**config.mk**
```make
export PLATFORM = sky130hd
export DESIGN_NAME = reset_source_controller
export DESIGN_NICKNAME = d
export VERILOG_FILES = /design/src/design/reset_source_pkg.sv /design/src/design/reset_source_controller.sv
export SDC_FILE = /design/constraint.sdc
export NUM_CORES = 1
export LEC_CHECK = 0
export ABC_AREA = 1
export BUFFER_PORTS_ARGS = -buffer_cell sky130_fd_sc_hd__clkbuf_2
export CAP_MARGIN = 10
export CORE_ASPECT_RATIO = 0.6
export CORE_MARGIN = 2
export CORE_UTILIZATION = 40
export CTS_BUF_LIST = sky130_fd_sc_hd__clkbuf_16
export DETAILED_ROUTE_END_ITERATION = 12
export PLACE_DENSITY = 0.74
export SLEW_MARGIN = 15
export SYNTH_ARGS = -nofsm -noshare
export SYNTH_HDL_FRONTEND = slang
export SYNTH_SLANG_ARGS = --single-unit
```
**constraint.sdc**
```tcl
create_clock -name pclk -period 1.4 [get_ports pclk]
set_input_delay 0.07 -clock pclk [delete_from_list [all_inputs] [get_ports pclk]]
set_output_delay 0.07 -clock pclk [all_outputs]
set_load 0.03 [all_outputs]
```
**src/design/reset_source_pkg.sv**
```systemverilog
package reset_source_pkg;
    // apb register offsets (byte addresses)
    localparam logic [11:0] ctrl_offset = 12'h000;
    localparam logic [11:0] status_offset = 12'h004;
    localparam logic [11:0] cpu_offset = 12'h008;
    localparam logic [11:0] pll_offset = 12'h00c;
    localparam logic [11:0] frame_base = 12'h100;
    localparam logic [11:0] frame_last = 12'h1fc;
    localparam logic [11:0] frame_impl_last = 12'h13c;
    // control register fields
    localparam int keep_bit_pos = 14;
    localparam int fire_bit_pos = 15;
    localparam logic [15:0] ctrl_reset_value = 16'h4000;
    // cause status fields
    localparam int power_flag_pos = 13;
    localparam int bad_access_pos = 12;
    localparam int software_pos = 10;
    localparam int dog_pos = 9;
    // cpu state word fields
    localparam int ovf_pos = 0;
    localparam int flag_out_pos = 1;
    localparam int sign_ext_pos = 2;
    localparam int shift_mode_pos = 3;
    localparam int carry_pos = 4;
    localparam int ram_map_pos = 5;
    localparam int irq_disable_pos = 6;
    localparam int pc_clear_pos = 7;
    localparam logic [7:0] cpu_reset_value = 8'hd6;
    localparam logic [15:0] pll_reset_value = 16'h0000;
    localparam logic [15:0] pin_dir_reset_value = 16'h0000;
    localparam logic [15:0] wait_state_max = 16'h0007;
    // reset pin stretch
    localparam int stretch_cycles = 8;
    localparam logic [3:0] stretch_count = 4'(stretch_cycles);
endpackage

```
**src/design/reset_source_controller.sv**
```systemverilog
// Functional notes
// - watchdog overflow or bad key causes reset
// - keep bit cleared or fire bit set resets
// - reserved frame access causes reset
// - drive reset pin low eight cycles
// - stay in reset while pin held low
// - separate power, address, software, watchdog flags
// - cause flags survive every reset
// - ram kept, control bits initialised
// - program counter cleared to zero
// - only power-on clears pll bits
// - ram map bit cleared on reset
// - irq disable set, pending and mask cleared
// - status bits loaded with fixed values
// - repeat count, alloc cleared; wait max
// - accumulator and pointers left untouched
// - power-on high tristates pins, resets pll
// - pins and pll hold while power-on low
// - reset pin outputs internal resets
// - reset outranks every interrupt
//
// Our own choices: the APB interface to the registers and the register offsets.
`timescale 1ns/10ps
module reset_source_controller (
    input wire logic pclk,
    input wire logic presetn,
    input wire logic [11:0] paddr,
    input wire logic psel,
    input wire logic penable,
    input wire logic pwrite,
    input wire logic [31:0] pwdata,
    output logic [31:0] prdata,
    output logic pready,
    output logic pslverr,
    input wire logic dog_overflow,
    input wire logic dog_bad_key,
    input wire logic ext_reset_n_in,
    output logic ext_reset_n_out,
    output logic ext_reset_n_oe,
    input wire logic power_on_pin_n,
    output logic core_reset,
    output logic pc_clear,
    output logic irq_block,
    output logic [15:0] irq_pending_reg,
    output logic [15:0] irq_mask_reg,
    output logic [15:0] repeat_count,
    output logic [15:0] global_mem_alloc,
    output logic [15:0] wait_states,
    output logic [15:0] pll_ctrl,
    output logic io_tristate
);

    ////////////////////////////////////////////////////////////////////////////
    // apb decode
    wire logic setup_or_access = psel;
    wire logic access = psel & penable;
    wire logic wr = access & pwrite;
    wire logic setup_phase = setup_or_access & ~penable;
    wire logic hit_ctrl = paddr == reset_source_pkg::ctrl_offset;
    wire logic hit_status = paddr == reset_source_pkg::status_offset;
    wire logic hit_cpu = paddr == reset_source_pkg::cpu_offset;
    wire logic hit_pll = paddr == reset_source_pkg::pll_offset;
    wire logic in_frame = paddr >= reset_source_pkg::frame_base
        && paddr <= reset_source_pkg::frame_last;
    wire logic frame_reserved = in_frame && paddr > reset_source_pkg::frame_impl_last;
    wire logic hit_any = hit_ctrl | hit_status | hit_cpu | hit_pll | (in_frame & ~frame_reserved);

    logic [15:0] ctrl;
    logic [15:0] cause_status_reg;
    logic [7:0] status_word_one;
    logic [3:0] stretch;
    logic reset_active;
    logic power_on_level;

    // a write of the control word is what software sees as a reset request
    wire logic [15:0] ctrl_wdata = pwdata[15:0];
    wire logic ctrl_wr = wr & hit_ctrl & ~reset_active;
    wire logic soft_req = ctrl_wr & (~ctrl_wdata[reset_source_pkg::keep_bit_pos]
        | ctrl_wdata[reset_source_pkg::fire_bit_pos]);
    wire logic bad_req = access & frame_reserved;
    wire logic dog_req = dog_overflow | dog_bad_key;
    wire logic pin_low = ~ext_reset_n_in;
    wire logic power_low = ~power_on_pin_n;
    wire logic internal_req = soft_req | bad_req | dog_req;
    wire logic any_req = internal_req | pin_low | power_low;
    // causes the device itself puts on the pin; the pin level is left out to avoid self-hold
    wire logic drive_req = internal_req | power_low;

    ////////////////////////////////////////////////////////////////////////////
    // apb answer: single access cycle, error on unmapped or reserved address
    // both answers are loaded at the setup edge so they stand through the access cycle
    always_ff @(posedge pclk or negedge presetn) begin
        if (!presetn) begin
            pready <= 1'b0;
            pslverr <= 1'b0;
        end else begin
            pready <= setup_phase;
            pslverr <= setup_phase & ~hit_any;
        end
    end

    logic [31:0] next_prdata;
    always_comb begin
        next_prdata = 32'h0000_0000;
        if (hit_ctrl) begin
            next_prdata = {16'h0000, ctrl};
        end else if (hit_status) begin
            next_prdata = {16'h0000, cause_status_reg};
        end else if (hit_cpu) begin
            next_prdata = {24'h00_0000, status_word_one};
        end else if (hit_pll) begin
            next_prdata = {16'h0000, pll_ctrl};
        end
    end
    // read data registered in the setup cycle so it stands at the access edge
    always_ff @(posedge pclk or negedge presetn) begin
        if (!presetn) begin
            prdata <= 32'h0000_0000;
        end else if (setup_or_access & ~penable & ~pwrite) begin
            prdata <= next_prdata;
        end
    end

    ////////////////////////////////////////////////////////////////////////////
    // stretch counter: reload on any request, held while pin or power-on low
    always_ff @(posedge pclk or negedge presetn) begin
        if (!presetn) begin
            stretch <= reset_source_pkg::stretch_count;
        end else if (any_req) begin
            stretch <= reset_source_pkg::stretch_count;
        end else if (stretch != 4'h0) begin
            stretch <= stretch - 4'h1;
        end
    end
    // the pin drive counts internal causes and power-on low only, so the pin input is not self-latched
    logic [3:0] drive_count;
    always_ff @(posedge pclk or negedge presetn) begin
        if (!presetn) begin
            drive_count <= reset_source_pkg::stretch_count;
        end else if (drive_req) begin
            drive_count <= reset_source_pkg::stretch_count;
        end else if (drive_count != 4'h0) begin
            drive_count <= drive_count - 4'h1;
        end
    end
    always_ff @(posedge pclk or negedge presetn) begin
        if (!presetn) begin
            ext_reset_n_oe <= 1'b1;
            reset_active <= 1'b1;
        end else begin
            ext_reset_n_oe <= drive_req | (drive_count > 4'h1);
            reset_active <= any_req | (stretch > 4'h1);
        end
    end
    assign ext_reset_n_out = 1'b0; // open drain: only ever pulls low
    assign core_reset = reset_active;
    assign pc_clear = status_word_one[reset_source_pkg::pc_clear_pos];
    assign irq_block = status_word_one[reset_source_pkg::irq_disable_pos];

    ////////////////////////////////////////////////////////////////////////////
    // sticky cause flags: never touched by presetn, set wins over a clear in the same cycle
    logic power_cause_flag;
    logic bad_access_flag;
    logic software_cause_flag;
    logic dog_cause_flag;
    wire logic status_wr = wr & hit_status;
    always_ff @(posedge pclk) begin
        if (power_low) begin
            power_cause_flag <= 1'b1;
        end else if (status_wr & pwdata[reset_source_pkg::power_flag_pos]) begin
            power_cause_flag <= 1'b0;
        end
    end
    always_ff @(posedge pclk) begin
        if (bad_req) begin
            bad_access_flag <= 1'b1;
        end else if (status_wr & pwdata[reset_source_pkg::bad_access_pos]) begin
            bad_access_flag <= 1'b0;
        end
    end
    always_ff @(posedge pclk) begin
        if (soft_req) begin
            software_cause_flag <= 1'b1;
        end else if (status_wr & pwdata[reset_source_pkg::software_pos]) begin
            software_cause_flag <= 1'b0;
        end
    end
    always_ff @(posedge pclk) begin
        if (dog_req) begin
            dog_cause_flag <= 1'b1;
        end else if (status_wr & pwdata[reset_source_pkg::dog_pos]) begin
            dog_cause_flag <= 1'b0;
        end
    end
    // status word built from the flags, unused bits read zero; flags sticky across resets
    always_comb begin
        cause_status_reg = 16'h0000;
        cause_status_reg[reset_source_pkg::power_flag_pos] = power_cause_flag;
        cause_status_reg[reset_source_pkg::bad_access_pos] = bad_access_flag;
        cause_status_reg[reset_source_pkg::software_pos] = software_cause_flag;
        cause_status_reg[reset_source_pkg::dog_pos] = dog_cause_flag;
    end

    ////////////////////////////////////////////////////////////////////////////
    // control word: back to keep-set state during any reset
    always_ff @(posedge pclk or negedge presetn) begin
        if (!presetn) begin
            ctrl <= reset_source_pkg::ctrl_reset_value;
        end else if (reset_active | any_req) begin
            ctrl <= reset_source_pkg::ctrl_reset_value;
        end else if (ctrl_wr) begin
            ctrl <= ctrl_wdata;
        end
    end

    // cpu state loaded while in reset; no ram, accumulator or pointers here
    always_ff @(posedge pclk or negedge presetn) begin
        if (!presetn) begin
            status_word_one <= reset_source_pkg::cpu_reset_value;
            irq_pending_reg <= 16'h0000;
            irq_mask_reg <= 16'h0000;
            repeat_count <= 16'h0000;
            global_mem_alloc <= 16'h0000;
            wait_states <= reset_source_pkg::wait_state_max;
        end else if (reset_active) begin
            status_word_one <= reset_source_pkg::cpu_reset_value;
            irq_pending_reg <= 16'h0000;
            irq_mask_reg <= 16'h0000;
            repeat_count <= 16'h0000;
            global_mem_alloc <= 16'h0000;
            wait_states <= reset_source_pkg::wait_state_max;
        end else begin
            status_word_one[reset_source_pkg::pc_clear_pos] <= 1'b0;
            if (wr & hit_cpu) begin
                status_word_one[6:0] <= pwdata[6:0];
            end
        end
    end

    ////////////////////////////////////////////////////////////////////////////
    // power-on level domain: pll and pin state are reset only by presetn and the power-on pin
    always_ff @(posedge pclk or negedge presetn) begin
        if (!presetn) begin
            power_on_level <= 1'b1; // idle level, so leaving presetn is no rising edge
        end else begin
            power_on_level <= power_on_pin_n;
        end
    end
    wire logic power_rise = power_on_pin_n & ~power_on_level;
    // hold while low load reset values on the rising level
    always_ff @(posedge pclk or negedge presetn) begin
        if (!presetn) begin
            pll_ctrl <= reset_source_pkg::pll_reset_value;
            io_tristate <= 1'b1;
        end else if (power_rise) begin
            pll_ctrl <= reset_source_pkg::pll_reset_value;
            io_tristate <= 1'b1;
        end else if (!power_low) begin
            if (wr & hit_pll & ~reset_active) begin
                pll_ctrl <= pwdata[15:0];
            end
            if (!reset_active && wr && hit_ctrl) begin
                io_tristate <= 1'b0; // software releases pins after reset
            end
        end
    end

    ////////////////////////////////////////////////////////////////////////////
    // assertions
    // pin-drive cycles since the last cause that reloaded the stretch
    logic [3:0] low_run;
    always_ff @(posedge pclk or negedge presetn) begin
        if (!presetn) begin
            low_run <= 4'h0;
        end else if (drive_req) begin
            low_run <= 4'h0;
        end else if (ext_reset_n_oe) begin
            low_run <= (low_run == 4'hf) ? low_run : low_run + 4'h1;
        end else begin
            low_run <= 4'h0;
        end
    end

    property p_dog_reset;
        @(posedge pclk) disable iff (!presetn) dog_req |=> core_reset;
    endproperty
    a_dog_reset: assert property (p_dog_reset) else $error("watchdog did not reset");

    property p_soft_reset;
        @(posedge pclk) disable iff (!presetn) soft_req |=> core_reset && ext_reset_n_oe;
    endproperty
    a_soft_reset: assert property (p_soft_reset) else $error("soft reset missed");

    property p_bad_flag;
        @(posedge pclk) disable iff (!presetn)
            bad_req |=> cause_status_reg[reset_source_pkg::bad_access_pos] && core_reset;
    endproperty
    a_bad_flag: assert property (p_bad_flag) else $error("bad access not flagged");

    property p_stretch;
        @(posedge pclk) disable iff (!presetn)
            internal_req |=> ext_reset_n_oe [*8];
    endproperty
    a_stretch: assert property (p_stretch) else $error("pin pulse too short");

    property p_pulse_ends;
        @(posedge pclk) disable iff (!presetn) low_run <= 4'h8;
    endproperty
    a_pulse_ends: assert property (p_pulse_ends) else $error("pin pulse ran on");

    property p_hold_pin;
        @(posedge pclk) disable iff (!presetn) pin_low |=> core_reset;
    endproperty
    a_hold_pin: assert property (p_hold_pin) else $error("left reset with pin low");

    property p_dog_sticky;
        @(posedge pclk) disable iff (!presetn)
            cause_status_reg[reset_source_pkg::dog_pos] && !(wr && hit_status)
            |=> cause_status_reg[reset_source_pkg::dog_pos];
    endproperty
    a_dog_sticky: assert property (p_dog_sticky) else $error("dog flag lost");

    property p_irq_cleared;
        @(posedge pclk) disable iff (!presetn)
            core_reset |=> irq_block && irq_mask_reg == 16'h0000 && irq_pending_reg == 16'h0000;
    endproperty
    a_irq_cleared: assert property (p_irq_cleared) else $error("irq state not reset");

    property p_pll_hold;
        @(posedge pclk) disable iff (!presetn) power_low |=> $stable(pll_ctrl);
    endproperty
    a_pll_hold: assert property (p_pll_hold) else $error("pll moved while power low");

    property p_pc_start;
        @(posedge pclk) disable iff (!presetn) $fell(core_reset) |-> pc_clear ##1 !pc_clear;
    endproperty
    a_pc_start: assert property (p_pc_start) else $error("pc clear not one cycle");

    property p_power_rise;
        @(posedge pclk) disable iff (!presetn)
            power_rise |=> pll_ctrl == reset_source_pkg::pll_reset_value && io_tristate;
    endproperty
    a_power_rise: assert property (p_power_rise) else $error("power rise did not reset");

    property p_cpu_init;
        @(posedge pclk) disable iff (!presetn)
            core_reset |=> status_word_one == reset_source_pkg::cpu_reset_value;
    endproperty
    a_cpu_init: assert property (p_cpu_init) else $error("status bits not loaded");

    property p_mem_init;
        @(posedge pclk) disable iff (!presetn) core_reset |=> repeat_count == 16'h0000
            && global_mem_alloc == 16'h0000 && wait_states == reset_source_pkg::wait_state_max;
    endproperty
    a_mem_init: assert property (p_mem_init) else $error("memory setup not reset");

    property p_drive_pin;
        @(posedge pclk) disable iff (!presetn) drive_req |=> ext_reset_n_oe;
    endproperty
    a_drive_pin: assert property (p_drive_pin) else $error("cause not driven on pin");

    property p_soft_flag;
        @(posedge pclk) disable iff (!presetn)
            soft_req |=> cause_status_reg[reset_source_pkg::software_pos];
    endproperty
    a_soft_flag: assert property (p_soft_flag) else $error("software cause not flagged");

    property p_power_flag;
        @(posedge pclk) disable iff (!presetn)
            power_low |=> cause_status_reg[reset_source_pkg::power_flag_pos];
    endproperty
    a_power_flag: assert property (p_power_flag) else $error("power cause not flagged");

    property p_bus_answer;
        @(posedge pclk) disable iff (!presetn) psel && penable |-> pready;
    endproperty
    a_bus_answer: assert property (p_bus_answer) else $error("access cycle not answered");

    c_soft: cover property (@(posedge pclk) disable iff (!presetn) soft_req);
    c_dog: cover property (@(posedge pclk) disable iff (!presetn) dog_req ##1 core_reset);
    c_power: cover property (@(posedge pclk) disable iff (!presetn) power_rise);
    c_pin_hold: cover property (@(posedge pclk) disable iff (!presetn)
        pin_low && !ext_reset_n_oe);
    c_bad: cover property (@(posedge pclk) disable iff (!presetn) bad_req);

endmodule

```
=== After elaboration in Yosys (flattened, before gate mapping) ===
Cells that the tools add are included.

* Mux-type cells: 18
* Bitwise gates (word level): 42
* Order comparisons: 5
* Reduce and logical (&&, ||, !) cells: 17
* Equality and inequality tests: 3
* Add/sub/neg operators: 2

{| class="wikitable"
|+ Operator list
! operator !! count
|-
| 16-bit two-way mux || 7
|-
| 32-bit two-way mux || 2
|-
| 12-bit by 4-bit == test with 1-bit output, second input constant || 2
|-
| 1-bit AND || 19
|-
| 4-bit two-way mux || 4
|-
| 1-bit bitwise OR || 14
|-
| 2-bit nonzero test || 7
|-
| 12-bit by 3-bit == test with 1-bit output, second input constant || 1
|-
| 12-bit by 9-bit >= comparator with 1-bit output, second input constant || 1
|-
| 12-bit by 9-bit greater-than comparator with 1-bit output, second input constant || 1
|-
| 12-bit by 9-bit <= comparator with 1-bit output, second input constant || 1
|-
| 12-bit zero test || 1
|-
| 1-bit NOT || 9
|-
| 4-bit by 1-bit greater-than comparator with 1-bit output, second input constant || 2
|-
| 8-bit two-way mux || 1
|-
| 4-bit nonzero test || 2
|-
| 4-bit by 1-bit subtractor with 4-bit output, second input constant || 2
|-
| 7-bit two-way mux || 1
|-
| 1-bit logical AND || 4
|-
| 2-bit AND reduction || 2
|-
| 1-bit two-way mux || 3
|-
| 1-bit zero test || 1
|}

* Output and inout bits: 136
* Logic and storage cells: 104
* Register bits: 90
* Bits of input ports: 53

=== Logic depth before layout (Yosys ltp) ===
Gate-level depths: netlist of the first run.

* Depth after elaboration: 11
* Depth in mapped cells: 10
* Mapped depth without buffers: 9

=== Worst setup path after synthesis of the first run ===
No wires, ideal clock.

* Kind: flip-flop to flip-flop
* Start point: register reset_active (netlist: core_reset)
* End point: register ctrl[11]
* Buffers on the path: 1
* Library setup time: 71 ps
* Clock period less this slack: 1429 ps
* Arrival: 1358 ps
* Path slack: -29 ps
* Cell stages (with the launch flop): 8
* Required time: 1329 ps
* Path through: dfstp_2 nor2_4 nand3_4 inv_2 buf_4 o21ai_0 inv_2 nor2_1

* Cells in the longest elaborated chain, start to end: 9
* Elaborated cells between the ends (all ways): 10
* Classes of those cells: 1 x mux; 8 x bitwise; 1 x reduce/logical

{| class="wikitable"
|+ RTL lines
! what !! line !! text
|-
| start, declared || reset_source_controller.sv:72 || <nowiki>logic reset_active;</nowiki>
|-
| start signal, assigned || reset_source_controller.sv:152 || <nowiki>reset_active <= any_req | (stretch > 4'h1);</nowiki>
|-
| 1-bit NOT || reset_source_controller.sv:77 || <nowiki>wire logic ctrl_wr = wr & hit_ctrl & ~reset_active;</nowiki>
|-
| 1-bit AND || reset_source_controller.sv:77 ||
|-
| 1-bit AND || reset_source_controller.sv:78 || <nowiki>wire logic soft_req = ctrl_wr & (~ctrl_wdata[reset_source_pkg::keep_bit_pos]</nowiki>
|-
| 1-bit bitwise OR (2 in series) || reset_source_controller.sv:84 || <nowiki>wire logic internal_req = soft_req | bad_req | dog_req;</nowiki>
|-
| 1-bit bitwise OR (2 in series) || reset_source_controller.sv:85 || <nowiki>wire logic any_req = internal_req | pin_low | power_low;</nowiki>
|-
| 1-bit bitwise OR || reset_source_controller.sv:209 || <nowiki>end else if (reset_active | any_req) begin</nowiki>
|-
| 16-bit two-way mux / 2-bit nonzero test (equally long branches) || n/a ||
|-
| end signal, assigned || reset_source_controller.sv:208 || <nowiki>ctrl <= reset_source_pkg::ctrl_reset_value;</nowiki>
|-
| end signal, assigned || reset_source_controller.sv:210 || <nowiki>ctrl <= reset_source_pkg::ctrl_reset_value;</nowiki>
|-
| end signal, assigned || reset_source_controller.sv:212 || <nowiki>ctrl <= ctrl_wdata;</nowiki>
|-
| end, declared || reset_source_controller.sv:68 || <nowiki>logic [15:0] ctrl;</nowiki>
|}

Parallel ways exist; a longest one is shown, timed or not.
A chain may end at the register's enable or synchronous reset.

=== Worst setup path after layout of the first run ===
* Start point: input port dog_overflow
* End point: register ctrl[1]

* Cells in the longest elaborated chain, start to end: 6
* Elaborated cells between the ends (all ways): 7
* Classes of those cells: 1 x mux; 5 x bitwise; 1 x reduce/logical

{| class="wikitable"
|+ RTL lines
! what !! line !! text
|-
| start, declared || reset_source_controller.sv:35 || <nowiki>input wire logic dog_overflow,</nowiki>
|-
| 1-bit bitwise OR * || reset_source_controller.sv:81 || <nowiki>wire logic dog_req = dog_overflow | dog_bad_key;</nowiki>
|-
| 1-bit bitwise OR * || reset_source_controller.sv:84 ||
|-
| 1-bit bitwise OR * (2 in series) || reset_source_controller.sv:85 ||
|-
| 1-bit bitwise OR * || reset_source_controller.sv:209 ||
|-
| 16-bit two-way mux / 2-bit nonzero test (equally long branches) || n/a ||
|}

Every way passes the cells marked *; elsewhere a longest branch is shown, timed or not.

==> results of run 1 <==
## stage by stage
stage               power, mW  instances  setup TNS (ns)  hold slack, ns  util [%]
floorplan                3.14        648          -0.242          -0.226         -
global placement         3.21        786          -0.181          0.0360      45.8
detailed placement       3.21        786          -0.543          0.0424      45.8
CTS                      5.48        820               0        0.000342      50.2
global route             5.64        823           -1.19          0.0115      50.7
finish                   5.44        823         -0.0828        0.000537      50.7
## synth_stat cells, types with 2 or more instances
master,number
nand2_1,112
buf_4,98
dfrtp_1,58
nand3_1,52
inv_1,45
nor2_1,43
o21ai_0,33
dfstp_2,12
inv_2,11
nor3_1,8
or2_2,7
a21oi_1,6
ha_1,6
nor2_4,6
buf_2,5
nor2_2,5
o21a_1,5
o22a_1,5
buf_6,4
dfxtp_1,4
nand2_2,4
nand4_1,3
clkbuf_1,2
conb_1,2
nand3_2,2
o211ai_1,2
xor2_1,2
## registers in the layout (all words and copies together) (netlist names)
register / flops
core_reset: 1
stretch: 4
pll_ctrl: 16
ext_reset_n_oe: 1
power_on_level: 1
pready: 1
status_word_one: 8
io_tristate: 1
software_cause_flag: 1
bad_access_flag: 1
ctrl: 16
power_cause_flag: 1
dog_cause_flag: 1
pslverr: 1
prdata: 16
drive_count: 4
## path summary, 6_finish.rpt
| check | startpoint | to | slack [ns] | cells after the start |
|---|---|---|---|---|
| max | dog_overflow | ctrl[1] | -0.02 | 8 |
| min | pwdata[1] | pll_ctrl[1] | 0.0005 | 3 |
| max reg2reg | core_reset | ctrl[1] | -0.02 | 7 |
| min reg2reg | dog_cause_flag | dog_cause_flag | 0.46 | 2 |
| max in group asynchronous | presetn | status_word_one[4] | 0.59 | 3 |
| min in group asynchronous | presetn | pll_ctrl[12] | 0.22 | 2 |
## area by class of cell
type	instances	area [um^2]
Multi-Input combinational cell	409	2000
Timing Repair Buffer	129	932
Tap cell	139	174
Clock buffer	9	225
Inverter	56	215
Fill cell	1024	5300
Clock inverter	7	53.8
Sequential cell	74	1850
## critical path: cells and delay by family
| family | cells | cell delay (ns) |
|---|---|---|
| and+or+nand+nor | 5 | 0.79 |
| buffers and inverters | 3 | 0.82 |
## logic make-up after synthesis
group	after synthesis
XOR/XNOR	3
AO/OA/AOI/OAI	53
buffers and inverters	165
AND/OR/NAND/NOR	249
adder cells (fa/ha/maj)	6
multiplexers	1
flip-flops	74
other	2
## report_power, final
group | total [mW] | leakage, nW | switching, mW | internal [mW]
Sequential | 2.26 | 0.940 | 0.0432 | 2.22
Clock | 2.22 | 0.144 | 0.872 | 1.34
Combinational | 0.965 | 1.73 | 0.731 | 0.234
## metal layers
layer	vias to the layer above	wire length (um)
li1	1803	-
met1	1750	5070
met2	152	4960
met3	10	840
met4	0	82
met5	-	0
## repair_timing
action / in CTS / in global routing
buffers inserted: 2 / 2
hold buffers: 16 / 0
endpoints found under the hold margin: 31 / 0
pin swaps: 2 / 3
cloned: 0 / 1
endpoints found under the setup margin: 18 / 31
resized for setup: 7 / 14
==> metrics.yaml, run 1 <==
status: "complete, but fails checks"
violations: "setup timing"
hpwl_um: 8080
synthMuxAreaShare_pct: 0.224
place_congestion: 0.859
final.min_clock_period_ns: 1.42
ys_async_sr_fraction_pct: 94.6
drc: 0
first_pass_iters: 5
grtUsageMet3_pct: 5.42
cp_data_arrival_time_ns: 1.68
initial_core_util_pct: 41.7
rows: 29
grt_use_met1_pct: 25.3
drt-total-wl_um: 11000
dieWidth_um: 141
fin_worst_skew_ns: 0.00589
mostFrequentLayoutCells: "nand2_1, conb_1, clkbuf_2"
dieArea_mm2: 0.0121
cp.required_ns: 1.66
diodes: 0
num_vias: 3715
synth_xor_area_share_pct: 0.587
grt_overflow: 0
clkLatencyLatePin_ns: 0.34
die_y_um: 86.0
peakVddDrop_v: 0.000615
grt_pass1_wl_um: 17000
synth_area_per_cell_um2: 8.10
synth_edf_count: 0
synth_seq_cells: 74
power.leakage_nw: 2.82
synth_ff_type: "dfrtp_1"
ys_top_cells_by_area: "dfrtp_1, buf_4, nand2_1, dfstp_2, nand3_1"
area_delta_synth_final_pct: 21.6
clock_path_buffers: 2
hp-class: "in -> reg"
htreeDepth: 3
dp_slack_ns: -0.0659
grt_most_used_layer: "met2"
synth-compound-area-share_pct: 6.82
power_density_mw_per_mm2: 1000
cts_tree: "built"
yosys.area_share.simple_pct: 26.4
final_max_slew_viol_count: 0
ys_types: 38
yosysSeqAreaShare_pct: 41.2
finalSetupViolations: 11
ioPinCount: 189
rsz0062_at_grt: "true"
first_iter_violations: 223
ys_warn_count: 0
synth_top_area_cell: "dfrtp_1"
cts_root_buffer: "clkbuf_16"
crit_path_end_kind: "register"
grt_pass1_vias: 3370
synth_top_family_by_area: "simple AND/OR/NAND/NOR gates"
start_kind: "primary input"
layout_setup_ws_ns: -0.0198
final.period_utilization_pct: 101
vias_per_cell: 4.51
cap_violations: 0
stdcell_area_mm2: 0.00544
wl_per_cell_um: 13.3
layout.nets: 738
cpMaxStageDelayCell: "dlygate4sd3_1"
critPathKind: "in -> reg"
worst-path-max-fanout: 15
synth_area_mm2: 0.00448
path_clk_slew_ns: 0.05
final_common_cell: "nand2_1"
grt_antenna_before_repair: 0
max_freq_mhz: 704
synth_fa_ha_area_share_pct: 1.68
place_area_mm2: 0.00492
core_mm2: 0.0107
ant_nets: 0
drive_gt1_share_pct: 27.6
grt_start_max_net_pins: 29
finalHoldViolCount: 0
io_buffers: 75
yosysTopAreaCellShare_pct: 32.4
cts_buffers: 9
syn_inst: 553
grt_usage_pct: 18.1
cts.sinks: 74
use_met2_pct: 27.9
cpPeakStageDelay_ns: 0.53
worstPathCellList: "dlygate4sd3_1 > clkbuf_2 > nor3_1 > nand2_2 > nor2_4 > nand3_2 > buf_12 > nor2_2"
(Power assumes the default switching activity.)
==> run 2: changes to the inputs <==
PLACE_DENSITY = 0.68   (was 0.74)
SLEW_MARGIN = 20   (was 15)
==> metrics.yaml, run 2 (synthesis results as in run 1) <==
status: "finished clean"
worstMarginPinSlew_ns: 0.637
final_max_slew_viol_count: 0
rows: 29
first_pass_iters: 5
crit_path_end_kind: "register"
power_frac_clock_pct: 38.3
cts.sinks: 74
drt-total-wl_um: 11100
dieArea_mm2: 0.0121
placedCellCount: 789
fin_setup_tns_ns: 0
drc: 0
num_vias: 3742
wl_per_cell_um: 13.6
grt_start_max_net_pins: 27
nFillCells: 1080
final.period_utilization_pct: 99.8
grt_usage_pct: 18.5
cp.required_ns: 1.67
power.leakage_nw: 2.80
cts_root_buffer: "clkbuf_16"
clock_path_buffers: 2
p_switching_mw: 1.62
drive_gt1_share_pct: 28.4
mostFrequentLayoutCells: "nand2_1, conb_1, clkbuf_2"
cts_buffers: 9
peakVddDrop_v: 0.000601
grt_overflow: 0
grt_pass1_wl_um: 17300
cts_setup_buffers: 0
cp_data_arrival_time_ns: 1.66
grt_antenna_before_repair: 0
first_iter_violations: 178
cell_internal_pwr_mw: 3.59
cts_tree: "built"
initial_core_util_pct: 41.7
place_congestion: 0.903
hpwl_um: 8400
diodes: 0
finalSetupViolations: 0
core_mm2: 0.0107
largest_registers: "ctrl x16, pll_ctrl x16, prdata x16"
hp-class: "in -> reg"
ioPinCount: 189
io_buffers: 75
combPwrFrac_pct: 18.2
grt_pass1_vias: 3520
max_freq_mhz: 716
ant_nets: 0
path_clk_slew_ns: 0.06
slew_headroom_pct: 57.5
start_kind: "register"
clkLatencyLatePin_ns: 0.34
fin_cells: 816
htreeDepth: 3
final_common_cell: "nand2_1"
power_frac_seq_pct: 43.4
layout.nets: 731
fin_worst_skew_ns: 0.00772
vias_per_cell: 4.59
worst-path-max-fanout: 24
finalHoldViolCount: 0
netSwitchingFraction_pct: 31.0
cap_violations: 0
power_density_mw_per_mm2: 972
critPathKind: "reg -> reg"
rsz0062_at_grt: "true"
final.min_clock_period_ns: 1.40
area_delta_synth_final_pct: 19.7
die_y_um: 86.0
dieWidth_um: 141
[run 2: cell count changes in the layout (fill, tap and decap cells not counted), sizes merged]
cell         change
clkinv           -2
bufinv           -1
dlygate4sd3      -5
buf              -2
inv              +3
[run 2: worst paths after layout]
path	cells past startpoint	from	slack, ns	to
max	8	core_reset	0.002	ctrl[8]
min reg2reg	2	software_cause_flag	0.46	software_cause_flag
max reg2reg	8	core_reset	0.002	ctrl[8]
min	3	pwdata[15]	0.004	pll_ctrl[15]
max in group asynchronous	3	presetn	0.46	drive_count[3]
min in group asynchronous	2	presetn	0.30	prdata[15]
[run 2: critical path, cell delays in order (launching register included)]
cell,delay [ns]
dfstp_2,0.55
nor2_4,0.04
buf_4,0.14
nand3_4,0.09
inv_2,0.05
buf_12,0.16
o21ai_1,0.15
inv_2,0.04
nor2_1,0.10
[run 2: through the flow]
| step | total power [mW] | hold slack (ns) | area [um^2] | utilization (%) | setup slack [ns] |
|---|---|---|---|---|---|
| finish | 5.21 | 0.00401 | 5360 | 49.9 | 0.00243 |
| floorplan | 3.14 | -0.226 | 4830 | - | -0.0242 |
| global placement | 3.20 | 0.125 | 4930 | 45.9 | -0.00803 |
| global route | 5.43 | 0.0209 | 5360 | 49.9 | -0.0623 |
| CTS | 5.25 | 0.00318 | 5300 | 49.4 | -0.00136 |
| detailed placement | 3.22 | 0.128 | 4930 | 45.9 | -0.0472 |
[run 2: power groups by stage]
| stage | registers, mW | logic (mW) | clock network (mW) |
|---|---|---|---|
| final | 2.26 | 0.950 | 2.00 |
| after global routing | 2.27 | 1.02 | 2.14 |
| after CTS | 2.26 | 0.949 | 2.04 |
| after detailed placement | 2.30 | 0.922 | 0 |
| after global placement | 2.30 | 0.906 | 0 |
| after floorplan | 2.41 | 0.737 | 0 |
[run 2: area by class of cell]
type,count,area (um^2),area share (%)
Sequential cell,74,1850,34.5
Inverter,56,213,3.97
Timing Repair Buffer,122,851,15.9
Tap cell,139,174,3.24
Multi-Input combinational cell,409,2020,37.7
Clock inverter,7,27.5,0.514
Clock buffer,9,225,4.20
[run 2: layer usage]
metal	part of all wire, %	track usage, %	up-vias
met5	0	0	-
met4	1.0	5.09	0
met3	7.1	5.03	13
met2	46	28.7	134
met1	46	25.7	1802
li1	-	-	1793
[run 2: what timing repair did]
action,in CTS,in global routing
gates cloned,0,0
endpoints found under the hold margin,24,0
gates resized for setup,6,19
setup endpoints to repair,17,36
hold buffers,11,0
==> run 3: changes to the inputs <==
CORE_ASPECT_RATIO = 0.8   (was 0.6)
==> metrics.yaml, run 3 (synthesis results as in run 1) <==
drc: 0
drt-total-wl_um: 10700
power.leakage_nw: 2.81
worst-path-max-fanout: 12
initial_core_util_pct: 41.1
start_kind: "register"
crit_buf_inv: 1
cts_root_buffer: "clkbuf_16"
regArea_mm2: 0.00185
cp.required_ns: 1.67
crit_path_frequent_cell: "nor2_4"
die_y_um: 98.6
core_mm2: 0.0109
first_iter_violations: 247
max_freq_mhz: 707
wl_per_cell_um: 12.9
clock_path_buffers: 2
cp_top_family: "simple AND/OR/NAND/NOR gates"
cts.sinks: 74
ioPinCount: 189
cts_tree: "built"
status: "complete, but fails checks"
violations: "setup timing"
cp_data_arrival_time_ns: 1.69
final_common_cell: "nand2_1"
num_vias: 3720
rows: 34
clkLatencyLatePin_ns: 0.34
dieArea_mm2: 0.0121
io_buffers: 75
cap_violations: 0
place_congestion: 0.864
grt_overflow: 0
layout_setup_ws_ns: -0.0150
holdWs_ns: 0.00797
mostFrequentLayoutCells: "nand2_1, conb_1, clkbuf_2"
grt_antenna_before_repair: 0
finalHoldViolCount: 0
cpPeakStageDelay_ns: 0.55
worstPathCellList: "nor2_4 > nand4_1 > nand2_2 > nor2_4 > nand3_4 > buf_12 > nor2_1"
final_core_util_pct: 49.9
finalSetupViolations: 11
final_max_slew_viol_count: 0
fin_worst_skew_ns: 0.00625
hpwl_um: 7790
critPathLaunch: "core_reset"
area_delta_synth_final_pct: 21.3
critPathKind: "reg -> reg"
htreeDepth: 3
cpMaxStageDelayCell: "dfstp_2"
final.min_clock_period_ns: 1.41
rsz0062_at_grt: "true"
nFillCells: 1056
grt_pass1_wl_um: 16800
multi_input_area_mm2: 0.00201
first_pass_iters: 4
grt_pass1_vias: 3520
crit_path_end_kind: "register"
cts_buffers: 9
power_density_mw_per_mm2: 1000
dieWidth_um: 122
grt_usage_pct: 17.9
worstHoldStart: "pwdata[9]"
r2r-start: "core_reset"
path_clk_slew_ns: 0.06
largest_registers: "ctrl x16, pll_ctrl x16, prdata x16"
drive_gt1_share_pct: 27.8
layout.nets: 735
ant_nets: 0
hp-class: "in -> reg"
final.period_utilization_pct: 101
grt_start_max_net_pins: 71
peakVddDrop_v: 0.000534
diodes: 0
vias_per_cell: 4.51
-- run 3: final cells by class --
class / count / area share [%]
flip-flops and latches: 74 / 34.0
repair buffers: 126 / 16.5
clock buffers: 9 / 4.15
well taps: 144 / 3.32
multi-input cells: 409 / 37.0
inverters: 56 / 3.87
clock inverters: 7 / 1.13
-- run 3: power by group --
group / leakage (nW) / total [mW] / switching (mW) / internal, mW
Sequential: 0.940 / 2.26 / 0.0445 / 2.22
Combinational: 1.72 / 0.948 / 0.723 / 0.225
Clock: 0.148 / 2.24 / 0.881 / 1.36
Total: 2.81 / 5.45 / 1.65 / 3.80
-- run 3: tightest hold or removal path: cells and delay by family --
family                 cells  cell delay [ns]
buffers and inverters      1             0.10
and+or+nand+nor            2             0.14
-- run 3: through the flow --
step           setup WS [ns]  power, mW  TNS, ns  instances  instance area (um^2)
2_1_floorplan        -0.0242       3.14   -0.242        648                  4830
3_3_place_gp         0.00873       3.17        0        784                  4830
3_5_place_dp         -0.0743       3.19   -0.556        784                  4830
4_1_cts             0.000424       5.49        0        821                  5340
5_1_grt              -0.0755       5.68    -1.03        825                  5430
6_report             -0.0150       5.45  -0.0864        825                  5430
-- run 3: metal layers --
layer / up-vias / track usage, % / wire length (um)
li1: 1800 / - / -
met1: 1793 / 22.1 / 4460
met2: 116 / 30.0 / 5390
met3: 11 / 5.61 / 727
met4: 0 / 5.13 / 106
met5: - / 0 / 0
-- run 3: worst paths after layout --
kind	cells after the start	slack (ns)	to
setup / recovery	7	-0.01	ctrl[0]
hold / removal	3	0.008	pll_ctrl[9]
setup reg to reg	7	-0.01	ctrl[0]
hold reg to reg	2	0.46	software_cause_flag
max in group asynchronous	3	0.77	power_on_level
min in group asynchronous	3	0.28	pll_ctrl[1]
-- run 3: timing repair --
item | in CTS | in global routing
endpoints found under the setup margin | 15 | 37
gates resized for setup | 5 | 13
pin swaps | 0 | 3
hold buffers | 16 | 0
buffers inserted | 5 | 4
hold endpoints to repair | 76 | 0
